**src/ccpp_pkg.sv**
```systemverilog
// package for the compare/pwm output unit: register map, fields, modes, carriers
// assumes an apb master on clk_sys and external timers feeding the unit
// Function
// - compare stops when system clock sleeps
// - compare event when value equals timer
// - pulse modes high only during match
// - toggle modes invert output each match
// - 1001 clears, 1000 sets on match
// - outputs routed internally and to pin
// - ten-bit pwm from selected timer
// - period is (pr+1)*4*tosc*prescale
// - period match clears, sets, latches duty
// - postscaler never affects pwm period
// - right aligned duty from high[1:0]
// - left aligned duty from low[7:6]
// - duty latch updates only at period
// - time base extends timer by two bits
// - output low when base equals duty
// - too-wide pulse leaves output unchanged
// - ratio is duty over 4(pr+1)
// - full ten bits only at pr 255
// - timer select picks one of four
// - control zero releases pin
// - mode 11xx selects pwm first
// - clear-on-match mode presets output high
package ccpp_pkg;
  // -------------------------------------------------------------------
  // register byte offsets
  // -------------------------------------------------------------------
  localparam logic [7:0] CCPP_OFF_CTRL = 8'h00; // unit_control_register
  localparam logic [7:0] CCPP_OFF_VALL = 8'h04; // match_value_low
  localparam logic [7:0] CCPP_OFF_VALH = 8'h08; // match_value_high
  localparam logic [7:0] CCPP_OFF_TSEL = 8'h0C; // pwm_timer_select
  // -------------------------------------------------------------------
  // field positions and reset values
  // -------------------------------------------------------------------
  localparam int CCPP_BIT_EN = 7;
  localparam int CCPP_BIT_OUT = 5;
  localparam int CCPP_BIT_FMT = 4;
  localparam logic [7:0] CCPP_RST_CTRL = 8'h00;
  localparam logic [7:0] CCPP_RST_VAL = 8'h00;
  localparam logic [1:0] CCPP_RST_TSEL = 2'h0;
  localparam logic [7:0] CCPP_CTRL_WMASK = 8'h9F; // out bit read only, bit 6 unimplemented
  // -------------------------------------------------------------------
  // mode codes
  // -------------------------------------------------------------------
  typedef enum logic [3:0] {
    CCPP_M_OFF = 4'b0000,
    CCPP_M_TOGCLR = 4'b0001,
    CCPP_M_TOG = 4'b0010,
    CCPP_M_SET = 4'b1000,
    CCPP_M_CLR = 4'b1001,
    CCPP_M_PULSE = 4'b1010,
    CCPP_M_PULCLR = 4'b1011
  } ccpp_mode_e;
  // timing: pwm timer ticks once per four system clocks
  localparam int CCPP_CLK_PER_TICK = 4;
  localparam logic [1:0] CCPP_PHASE_LAST = 2'(CCPP_CLK_PER_TICK - 1);
  // -------------------------------------------------------------------
  // carriers
  // -------------------------------------------------------------------
  typedef struct packed {
    logic [7:0] count;    // pwm_base_timer value
    logic [7:0] period;   // period_register value
    logic [1:0] prescLow; // two low prescaler bits
    logic oneToOne;       // timer_prescale_field is 1:1
    logic tick;           // one-cycle increment strobe
  } ccpp_timer_s;
  typedef struct packed {
    logic compareOut; // compare/pwm result level
    logic compareEvt; // one-cycle match event
    logic timerClear; // wide timer reset request
    logic pinDrive;   // unit owns the pin
  } ccpp_out_s;
endpackage

```
**src/ccpp_pwm_core.sv**
```systemverilog
// standard pwm engine: period match, duty latch, ten-bit time base compare
// assumes timer inputs are synchronous to clk_sys
`timescale 1ns/10ps
module ccpp_pwm_core (
  input wire logic clk_sys,
  input wire logic rst_n,
  input wire logic pwmOn,
  input wire ccpp_pkg::ccpp_timer_s tmr,
  input wire logic [9:0] dutyIn,
  output logic pwmOut
);
  import ccpp_pkg::*;

  logic [1:0] phase_reg;   // system clock phase inside a tick
  logic [9:0] dutyLatch_reg; // double-buffered duty
  logic pwm_reg;
  logic periodEnd;
  logic [9:0] timeBase;
  logic [9:0] baseNext; // time base one clock ahead
  logic clrHit;         // time base reaches the latched duty

  // -------------------------------------------------------------------
  // time base
  // -------------------------------------------------------------------
  // phase resyncs on each tick so low bits line up with the timer
  always_ff @(posedge clk_sys or negedge rst_n) begin
    if (!rst_n) begin
      phase_reg <= 2'b00;
    end else if (tmr.tick) begin
      phase_reg <= 2'b00;
    end else if (phase_reg != CCPP_PHASE_LAST) begin
      phase_reg <= phase_reg + 2'b01;
    end
  end

  // low bits from clock phase at 1:1, else from prescaler
  assign timeBase = {tmr.count, tmr.oneToOne ? phase_reg : tmr.prescLow};
  // postscaler plays no part here
  assign periodEnd = tmr.tick && (tmr.count == tmr.period);
  // at 1:1 look one clock ahead so the registered fall lands on the match count;
  // with a prescaler each count spans several clocks and the fall trails by one
  assign baseNext = timeBase + 10'h001;
  assign clrHit = (tmr.oneToOne ? baseNext : timeBase) == dutyLatch_reg;

  // -------------------------------------------------------------------
  // duty latch and output
  // -------------------------------------------------------------------
  // latch only at period end so mid-period writes cannot glitch
  always_ff @(posedge clk_sys or negedge rst_n) begin
    if (!rst_n) begin
      dutyLatch_reg <= 10'h000;
    end else if (periodEnd) begin
      dutyLatch_reg <= dutyIn;
    end
  end

  // set at period start unless duty is zero; clear on base match
  always_ff @(posedge clk_sys or negedge rst_n) begin
    if (!rst_n) begin
      pwm_reg <= 1'b0;
    end else if (!pwmOn) begin
      pwm_reg <= 1'b0;
    end else if (periodEnd) begin
      pwm_reg <= (dutyIn != 10'h000);
    end else if (clrHit) begin
      pwm_reg <= 1'b0;
    end
    // a duty beyond the period never matches, so level holds
  end

  assign pwmOut = pwm_reg;

  // -------------------------------------------------------------------
  // checks
  // -------------------------------------------------------------------
  property p_latch_hold;
    @(posedge clk_sys) disable iff (!rst_n)
      !periodEnd |=> dutyLatch_reg == $past(dutyLatch_reg);
  endproperty
  a_latch_hold: assert property (p_latch_hold) else $error("duty latch moved mid period");

  property p_period_set;
    @(posedge clk_sys) disable iff (!rst_n)
      pwmOn && periodEnd && dutyIn != 10'h000 |=> pwm_reg;
  endproperty
  a_period_set: assert property (p_period_set) else $error("pwm not set at period");

  property p_base_clear;
    @(posedge clk_sys) disable iff (!rst_n)
      pwmOn && !periodEnd && clrHit |=> !pwm_reg;
  endproperty
  a_base_clear: assert property (p_base_clear) else $error("pwm not cleared on match");

  c_period: cover property (@(posedge clk_sys) disable iff (!rst_n) periodEnd && pwmOn);
endmodule

```
**src/ccpp_unit.sv**
```systemverilog
// top of the compare/pwm output unit with its apb register slave
// assumes wide timer, base timers and prescaler live outside on clk_sys
//
// Added by the designer: the APB slave port and the placing of the registers.
`timescale 1ns/10ps
module ccpp_unit (
  input wire logic clk_sys,
  input wire logic rst_n,
  input wire logic psel,
  input wire logic penable,
  input wire logic pwrite,
  input wire logic [7:0] paddr,
  input wire logic [31:0] pwdata,
  output logic [31:0] prdata,
  output logic pready,
  output logic pslverr,
  input wire logic [15:0] wideTimer,
  input wire ccpp_pkg::ccpp_timer_s baseTimer0,
  input wire ccpp_pkg::ccpp_timer_s baseTimer1,
  input wire ccpp_pkg::ccpp_timer_s baseTimer2,
  input wire ccpp_pkg::ccpp_timer_s baseTimer3,
  output ccpp_pkg::ccpp_out_s unitOut,
  output logic pinOut,
  output logic pinOe_n
);
  import ccpp_pkg::*;

  // -------------------------------------------------------------------
  // registers
  // -------------------------------------------------------------------
  logic [7:0] ctrl_reg;   // unit_control_register (out bit unused here)
  logic [7:0] valLow_reg; // match_value_low
  logic [7:0] valHigh_reg; // match_value_high
  logic [1:0] tsel_reg;   // pwm_timer_select
  logic cmpOut_reg;       // compare output latch
  logic cmpEvt_reg;       // registered match event
  logic clrReq_reg;       // wide timer clear request
  logic [3:0] prevMode_reg; // mode seen last cycle
  logic [31:0] prdata_reg;
  logic wrEn;
  logic rdEn;
  logic mapped;
  logic [3:0] mode;
  logic enabled;
  logic pwmMode;
  logic match;
  logic matchPrev_reg;    // match level seen last cycle
  logic matchRise;        // first cycle of a match
  logic [9:0] duty;
  logic pwmOut;
  ccpp_timer_s selTimer;

  assign mode = ctrl_reg[3:0];
  assign enabled = ctrl_reg[CCPP_BIT_EN];

  // -------------------------------------------------------------------
  // decode helpers
  // -------------------------------------------------------------------
  // pwm has priority over every compare code
  function automatic logic isPwm(input logic [3:0] m);
    isPwm = (m[3:2] == 2'b11);
  endfunction

  // mode owns the pin; pulse/trigger codes leave the pin alone
  function automatic logic drivesPin(input logic [3:0] m);
    drivesPin = isPwm(m) || m == CCPP_M_TOGCLR || m == CCPP_M_TOG
      || m == CCPP_M_SET || m == CCPP_M_CLR;
  endfunction

  // the compare codes proper; capture codes raise no event
  function automatic logic isCompare(input logic [3:0] m);
    isCompare = m == CCPP_M_TOGCLR || m == CCPP_M_TOG || m == CCPP_M_SET
      || m == CCPP_M_CLR || m == CCPP_M_PULSE || m == CCPP_M_PULCLR;
  endfunction

  assign pwmMode = enabled && isPwm(mode);

  // -------------------------------------------------------------------
  // apb slave: zero wait states
  // -------------------------------------------------------------------
  assign wrEn = psel && penable && pwrite;
  assign rdEn = psel && !penable && !pwrite;
  assign pready = 1'b1;
  assign mapped = (paddr == CCPP_OFF_CTRL) || (paddr == CCPP_OFF_VALL)
    || (paddr == CCPP_OFF_VALH) || (paddr == CCPP_OFF_TSEL);
  assign pslverr = psel && penable && !mapped;

  // control register write
  always_ff @(posedge clk_sys or negedge rst_n) begin
    if (!rst_n) begin
      ctrl_reg <= CCPP_RST_CTRL;
    end else if (wrEn && paddr == CCPP_OFF_CTRL) begin
      ctrl_reg <= pwdata[7:0] & CCPP_CTRL_WMASK;
    end
  end

  // value pair and timer select writes, accepted any time
  always_ff @(posedge clk_sys or negedge rst_n) begin
    if (!rst_n) begin
      valLow_reg <= CCPP_RST_VAL;
      valHigh_reg <= CCPP_RST_VAL;
      tsel_reg <= CCPP_RST_TSEL;
    end else if (wrEn) begin
      if (paddr == CCPP_OFF_VALL) begin
        valLow_reg <= pwdata[7:0];
      end else if (paddr == CCPP_OFF_VALH) begin
        valHigh_reg <= pwdata[7:0];
      end else if (paddr == CCPP_OFF_TSEL) begin
        tsel_reg <= pwdata[1:0];
      end
    end
  end

  // read data captured in setup phase, stable through access
  always_ff @(posedge clk_sys or negedge rst_n) begin
    if (!rst_n) begin
      prdata_reg <= 32'h0000_0000;
    end else if (rdEn) begin
      if (paddr == CCPP_OFF_CTRL) begin
        prdata_reg <= {24'h00_0000, ctrl_reg[7:6], unitOut.compareOut, ctrl_reg[4:0]};
      end else if (paddr == CCPP_OFF_VALL) begin
        prdata_reg <= {24'h00_0000, valLow_reg};
      end else if (paddr == CCPP_OFF_VALH) begin
        prdata_reg <= {24'h00_0000, valHigh_reg};
      end else if (paddr == CCPP_OFF_TSEL) begin
        prdata_reg <= {30'h0000_0000, tsel_reg};
      end else begin
        prdata_reg <= 32'h0000_0000;
      end
    end
  end
  assign prdata = prdata_reg;

  // -------------------------------------------------------------------
  // compare path
  // -------------------------------------------------------------------
  // all compare logic runs on clk_sys; no clock means no compare
  assign match = ({valHigh_reg, valLow_reg} == wideTimer);
  // the timer holds a value for several clocks, so edge actions use the rise
  assign matchRise = match && !matchPrev_reg;

  // output latch per mode; pulse modes follow the match level
  always_ff @(posedge clk_sys or negedge rst_n) begin
    if (!rst_n) begin
      cmpOut_reg <= 1'b0;
    end else if (!enabled || mode == CCPP_M_OFF) begin
      cmpOut_reg <= 1'b0; // cleared control forces latch low
    end else if (!isPwm(mode)) begin
      if (mode != prevMode_reg && (mode == CCPP_M_CLR || mode == CCPP_M_SET)) begin
        cmpOut_reg <= 1'b1; // preset on mode entry
      end else if (mode == CCPP_M_PULSE || mode == CCPP_M_PULCLR) begin
        cmpOut_reg <= match;
      end else if (matchRise && (mode == CCPP_M_TOG || mode == CCPP_M_TOGCLR)) begin
        cmpOut_reg <= !cmpOut_reg;
      end else if (matchRise && mode == CCPP_M_CLR) begin
        cmpOut_reg <= 1'b0;
      end else if (matchRise && mode == CCPP_M_SET) begin
        cmpOut_reg <= 1'b1;
      end
    end
  end

  // event and clear request, one cycle per rising match
  always_ff @(posedge clk_sys or negedge rst_n) begin
    if (!rst_n) begin
      cmpEvt_reg <= 1'b0;
      clrReq_reg <= 1'b0;
      prevMode_reg <= 4'h0;
      matchPrev_reg <= 1'b0;
    end else begin
      prevMode_reg <= mode;
      matchPrev_reg <= match;
      cmpEvt_reg <= enabled && isCompare(mode) && matchRise;
      clrReq_reg <= enabled && matchRise && (mode == CCPP_M_PULCLR || mode == CCPP_M_TOGCLR);
    end
  end

  // -------------------------------------------------------------------
  // pwm path
  // -------------------------------------------------------------------
  // timer chosen independently per unit
  always_comb begin
    if (tsel_reg == 2'd0) begin
      selTimer = baseTimer0;
    end else if (tsel_reg == 2'd1) begin
      selTimer = baseTimer1;
    end else if (tsel_reg == 2'd2) begin
      selTimer = baseTimer2;
    end else begin
      selTimer = baseTimer3;
    end
  end

  // alignment picks bits; unused bits never reach the compare
  always_comb begin
    if (ctrl_reg[CCPP_BIT_FMT]) begin
      duty = {valHigh_reg, valLow_reg[7:6]};
    end else begin
      duty = {valHigh_reg[1:0], valLow_reg};
    end
  end

  // ratio duty/(4(pr+1)) and resolution follow from this engine
  ccpp_pwm_core u_pwm (
    .clk_sys(clk_sys),
    .rst_n(rst_n),
    .pwmOn(pwmMode),
    .tmr(selTimer),
    .dutyIn(duty),
    .pwmOut(pwmOut)
  );

  // -------------------------------------------------------------------
  // outputs to other peripherals and the pin
  // -------------------------------------------------------------------
  // same result feeds internal consumers and the pin
  // one driver for the whole carrier; zero control releases the pin
  assign unitOut = '{compareOut: pwmMode ? pwmOut : cmpOut_reg, compareEvt: cmpEvt_reg,
    timerClear: clrReq_reg, pinDrive: enabled && drivesPin(mode)};
  assign pinOut = unitOut.compareOut;
  assign pinOe_n = !unitOut.pinDrive;

  // -------------------------------------------------------------------
  // checks
  // -------------------------------------------------------------------
  property p_pulse;
    @(posedge clk_sys) disable iff (!rst_n)
      enabled && mode == CCPP_M_PULSE && $stable(mode) |=> cmpOut_reg == $past(match);
  endproperty
  a_pulse: assert property (p_pulse) else $error("pulse output not equal to match");

  property p_toggle;
    @(posedge clk_sys) disable iff (!rst_n)
      enabled && mode == CCPP_M_TOG && matchRise |=> cmpOut_reg != $past(cmpOut_reg);
  endproperty
  a_toggle: assert property (p_toggle) else $error("toggle missed");

  property p_clr;
    @(posedge clk_sys) disable iff (!rst_n)
      enabled && mode == CCPP_M_CLR && prevMode_reg == CCPP_M_CLR && match |=> !cmpOut_reg;
  endproperty
  a_clr: assert property (p_clr) else $error("clear on match missed");

  property p_entry;
    @(posedge clk_sys) disable iff (!rst_n)
      enabled && mode == CCPP_M_CLR && prevMode_reg != CCPP_M_CLR |=> cmpOut_reg;
  endproperty
  a_entry: assert property (p_entry) else $error("clear mode not preset high");

  property p_release;
    @(posedge clk_sys) disable iff (!rst_n)
      ctrl_reg == 8'h00 |-> pinOe_n ##1 !unitOut.compareOut;
  endproperty
  a_release: assert property (p_release) else $error("pin held after control cleared");

  property p_pwm_pri;
    @(posedge clk_sys) disable iff (!rst_n)
      enabled && mode[3:2] == 2'b11 |-> unitOut.compareOut == pwmOut && !pinOe_n;
  endproperty
  a_pwm_pri: assert property (p_pwm_pri) else $error("pwm not selected for 11xx");

  c_toggle: cover property (@(posedge clk_sys) disable iff (!rst_n)
    enabled && mode == CCPP_M_TOG && match);
  c_pwm: cover property (@(posedge clk_sys) disable iff (!rst_n) pwmMode && pwmOut);
  c_write: cover property (@(posedge clk_sys) disable iff (!rst_n) wrEn && paddr == CCPP_OFF_VALH);
endmodule

```
**config.mk**
```make
export PLATFORM = sky130hd
export DESIGN_NAME = ccpp_unit
export DESIGN_NICKNAME = d
export VERILOG_FILES = /design/src/ccpp_pkg.sv /design/src/ccpp_pwm_core.sv /design/src/ccpp_unit.sv
export SDC_FILE = /design/constraint.sdc
export NUM_CORES = 1
export LEC_CHECK = 0
export BUFFER_PORTS_ARGS = -buffer_cell sky130_fd_sc_hd__clkbuf_2
export CAP_MARGIN = 20
export CORE_MARGIN = 2
export CORE_UTILIZATION = 29
export CTS_BUF_LIST = sky130_fd_sc_hd__clkbuf_16
export CTS_CLUSTER_SIZE = 25
export DETAILED_ROUTE_END_ITERATION = 10
export PLACE_DENSITY_LB_ADDON = 0.2
export SETUP_SLACK_MARGIN = 0.3
export SLEW_MARGIN = 20
export SYNTH_ARGS = -nofsm -noshare
export SYNTH_HDL_FRONTEND = slang
export SYNTH_HIERARCHICAL = 1
export SYNTH_SLANG_ARGS = --single-unit
```
**constraint.sdc**
```tcl
create_clock -name clk_sys -period 3.5 [get_ports clk_sys]
set_input_delay 0.35 -clock clk_sys [delete_from_list [all_inputs] [get_ports clk_sys]]
set_output_delay 0.35 -clock clk_sys [all_outputs]
set_load 0.02 [all_outputs]
```
==> flow_summary.toml <==
[setup_path]
rr_endpoint = "u_pwm/pwmOut$_DFFE_PN0P_"
worst_setup_path_end_kind = "flop"
timing.critical_path.arrival_ns = 3.19
required_ns = 3.67
critical_path_peak_fanout = 10
reg2reg_from = "tsel_reg[0]$_DFFE_PN0P_"
critPathLaunchType = "flop"
critical_path_class = "flop to flop"
rrSetupSlack_ns = 0.48
worstRegToRegCells = 9

[detailed_routing]
drt-total-wl_um = 9750
dr.pass1.iters = 4
drt_iter0_markers = 91
detailroute.via_count = 2942
via_per_inst = 4.65
drt.antenna.violating_nets = 0
post-route-drc-count = 0
routed_wire_length_per_instance_um = 15.4

[global_routing]
grt_start_max_net_pins = 40
grt_antenna_before_repair = 0
grt_first_pass_wirelength_um = 15500
first_global_vias = 2958
grt-ovfl-total = 0
total_routing_resource_utilization_after_global_routing_pct = 13.9

[floorplanning]
placementRows = 41
dieWidth_um = 119
dieArea_sq_um = 14000
coreArea_sq_um = 12700
ioPinCount = 181
floorplan.die.height_um = 119
initial_utilization_pct = 29.9

[logic_synthesis]
area_fraction_in_and_or_nand_and_nor_cells_after_synthesis_pct = 13.5
number_of_storage_elements_in_the_synthesis_netlist = 53
synth-main-ff-cell = "dfrtp_1"
muxShareOfSynthArea_pct = 28.2
synth.distinct_cells = 50
netlist.top_cell.by_area = "dfrtp_1"
post-synth-top-area-fraction_pct = 34.9
synthAdderAreaFrac_pct = 0.658
main_combinational_cell_family_by_area_after_synthesis = "multiplexers"
synth_xor_xnor_area_share_pct = 9.44
netlist_area_sq_um = 3800
synth_cells = 336
syn_area_per_cell_sq_um = 11.3
async_reset_ff_share_pct = 100
ys_warn_count = 6
yosysSeqAreaShare_pct = 34.9
synth_enable_flop_cells = 0
synth_compound_area_share_pct = 5.23
synth_top_cells_by_area = "dfrtp_1 35%, mux4_2 13%, mux2_1 8.3%, xnor2_1 6.4%, buf_4 5.7%"

[timing]
worst_clock_skew_ns = 0.00432
setup_total_negative_slack_ns = 0
timing_hold_violations_final = 0
setup_violations = 0
post-route-period-util_pct = 86.2
maxClockFrequency_mhz = 332
final-max-slew-violation-count = 0
setup_repair_after_global_routing_missed_its_margin = "false"
hold-worst-slack_ns = 0.189
worst-slew-pin-transition_ns = 0.900
max-slew-margin-rel_pct = 40.0
timing.final.crit_period_ns = 3.02

[layout]
ant_cells = 0
synthToLayoutAreaGrowth_pct = 23.3
post-route-cell-area_sq_um = 4690
drive_above_1_share_pct = 43.2
layoutNonFillerInstCount = 633
number_of_nets_in_the_layout = 603
largest_register_ff_count = 10

[hold_path]
hp-class = "primary input to async pin"

[clock_network]
clkLatencyLatePin_ns = 0.29
clock_pin_slew_on_the_worst_setup_and_hold_paths_ns = 0.07
maximum_buffer_depth_of_the_clock_tree = 2
cts.root.buffer_cell = "clkbuf_16"
post-cts-setup-buffers = 0
tritoncts_num_sinks = 53
cts_tree = "done"
cts-htree-levels = 2
cts-buffers-inserted = 5

[placed_design]
portBuffers = 131
gpl.final_weighted_congestion = 0.823
placement.cell_area_sq_um = 4520
dpl.cell_count = 625
detailed_place_hpwl_um = 8030

[job]
total_of_max_cap_violations = 0

[pwr]
p_per_area_nw_per_um2 = 306
leakage_nw = 2.29
ir_worst_vdd_mv = 0.201

[status]
status = "finished, final reports clean"
-- cell usage after synthesis, drive strengths merged, types with 3 or more instances --
master   n
a21oi    7
a22o     3
and3     3
buf     37
clkbuf   5
dfrtp   53
inv      5
mux2    46
mux2i    6
mux4    22
nand2   20
nand3    9
nand4   10
nor2    20
nor2b    4
nor4     7
o21ai   11
xnor2   28
xor2    13
-- critical path, stage by stage, from the launching register on --
cell	delay, ns
dfrtp_1	0.39
mux4_2	0.64
mux2_2	0.27
ha_1	0.18
nand4_2	0.17
or4_4	0.51
a211oi_2	0.22
nor3b_1	0.09
nor4_2	0.31
o31ai_1	0.11
-- cells by family after synthesis --
group | after synthesis
XOR/XNOR | 41
multiplexers | 74
flip-flops | 53
AND/OR/NAND/NOR | 86
other | 2
buffers and inverters | 47
AO/OA/AOI/OAI | 31
adder cells (fa/ha/maj) | 2
-- per-stage QoR --
| stage | setup WS (ns) | total power [W] | util [%] |
|---|---|---|---|
| floorplan | 0.373 | 0.000808 | - |
| global placement | 0.446 | 0.000890 | 35.5 |
| detailed placement | 0.392 | 0.000896 | 35.5 |
| CTS | 0.373 | 0.00145 | 36.8 |
| global route | 0.303 | 0.00150 | 36.9 |
| finish | 0.484 | 0.00143 | 36.9 |
-- area by class of cell --
type	count	area, sq um
fillers	1306	8030
multi-input cells	259	2270
clock buffers	5	125
clock inverters	3	41.3
flip-flops and latches	53	1330
well taps	172	215
repair buffers	136	693
inverters	5	18.8
-- repair_timing --
action | CTS | global route
endpoints found under the setup margin | 0 | 1
hold buffers | 0 | 0
gates resized for setup | 0 | 1
-- metal layers --
| layer | routed length, um | GRT usage (%) | vias to the layer above |
|---|---|---|---|
| met2 | 4490 | 23.2 | 148 |
| met3 | 695 | 2.36 | 9 |
| li1 | - | - | 1433 |
| met4 | 106 | 2.23 | 0 |
| met1 | 4460 | 19.2 | 1352 |
| met5 | 0 | 0 | - |
-- worst max path at each step --
| stage | startpoint | endpoint | slack [ns] | cells past startpoint |
|---|---|---|---|---|
| 4_1_cts | tsel_reg[0]$_DFFE_PN0P_ | u_pwm/pwmOut$_DFFE_PN0P_ | 0.37 | 9 |
| 6_report | tsel_reg[0]$_DFFE_PN0P_ | u_pwm/pwmOut$_DFFE_PN0P_ | 0.48 | 9 |
| 3_3_place_gp | tsel_reg[0]$_DFFE_PN0P_ | u_pwm/pwmOut$_DFFE_PN0P_ | 0.45 | 9 |
| 2_1_floorplan | tsel_reg[0]$_DFFE_PN0P_ | u_pwm/pwmOut$_DFFE_PN0P_ | 0.37 | 11 |
| 5_1_grt | tsel_reg[0]$_DFFE_PN0P_ | u_pwm/pwmOut$_DFFE_PN0P_ | 0.30 | 9 |
| 3_5_place_dp | baseTimer3[1] | u_pwm/pwmOut$_DFFE_PN0P_ | 0.39 | 10 |
-- where the power goes --
group | total [W] | internal [W] | switching [W]
logic | 0.000242 | 0.000116 | 0.000126
registers | 0.000639 | 0.000622 | 0.0000172
clock network | 0.000553 | 0.000335 | 0.000218
total | 0.00143 | 0.00107 | 0.000362
-- cells in the final DEF (no fill, tap or decap), types with 3 or more instances in the layout --
cell type	synthesis	routed
inv_1	5	5
nor4_1	4	3
and3_1	3	3
a22o_1	3	3
nor2b_1	4	4
mux4_2	22	22
xnor2_1	28	28
dfrtp_1	53	53
nand4_1	9	9
conb_1	2	25
mux2i_1	6	6
nor2_1	19	19
buf_4	29	5
mux2_2	18	18
nand3_1	9	9
clkbuf_2	0	130
clkbuf_16	0	5
xor2_1	13	13
a21oi_1	7	7
nand2_1	16	16
mux2_1	28	28
o21ai_0	11	11
nor4_2	3	4
Power figures use the tool's default switching activity.
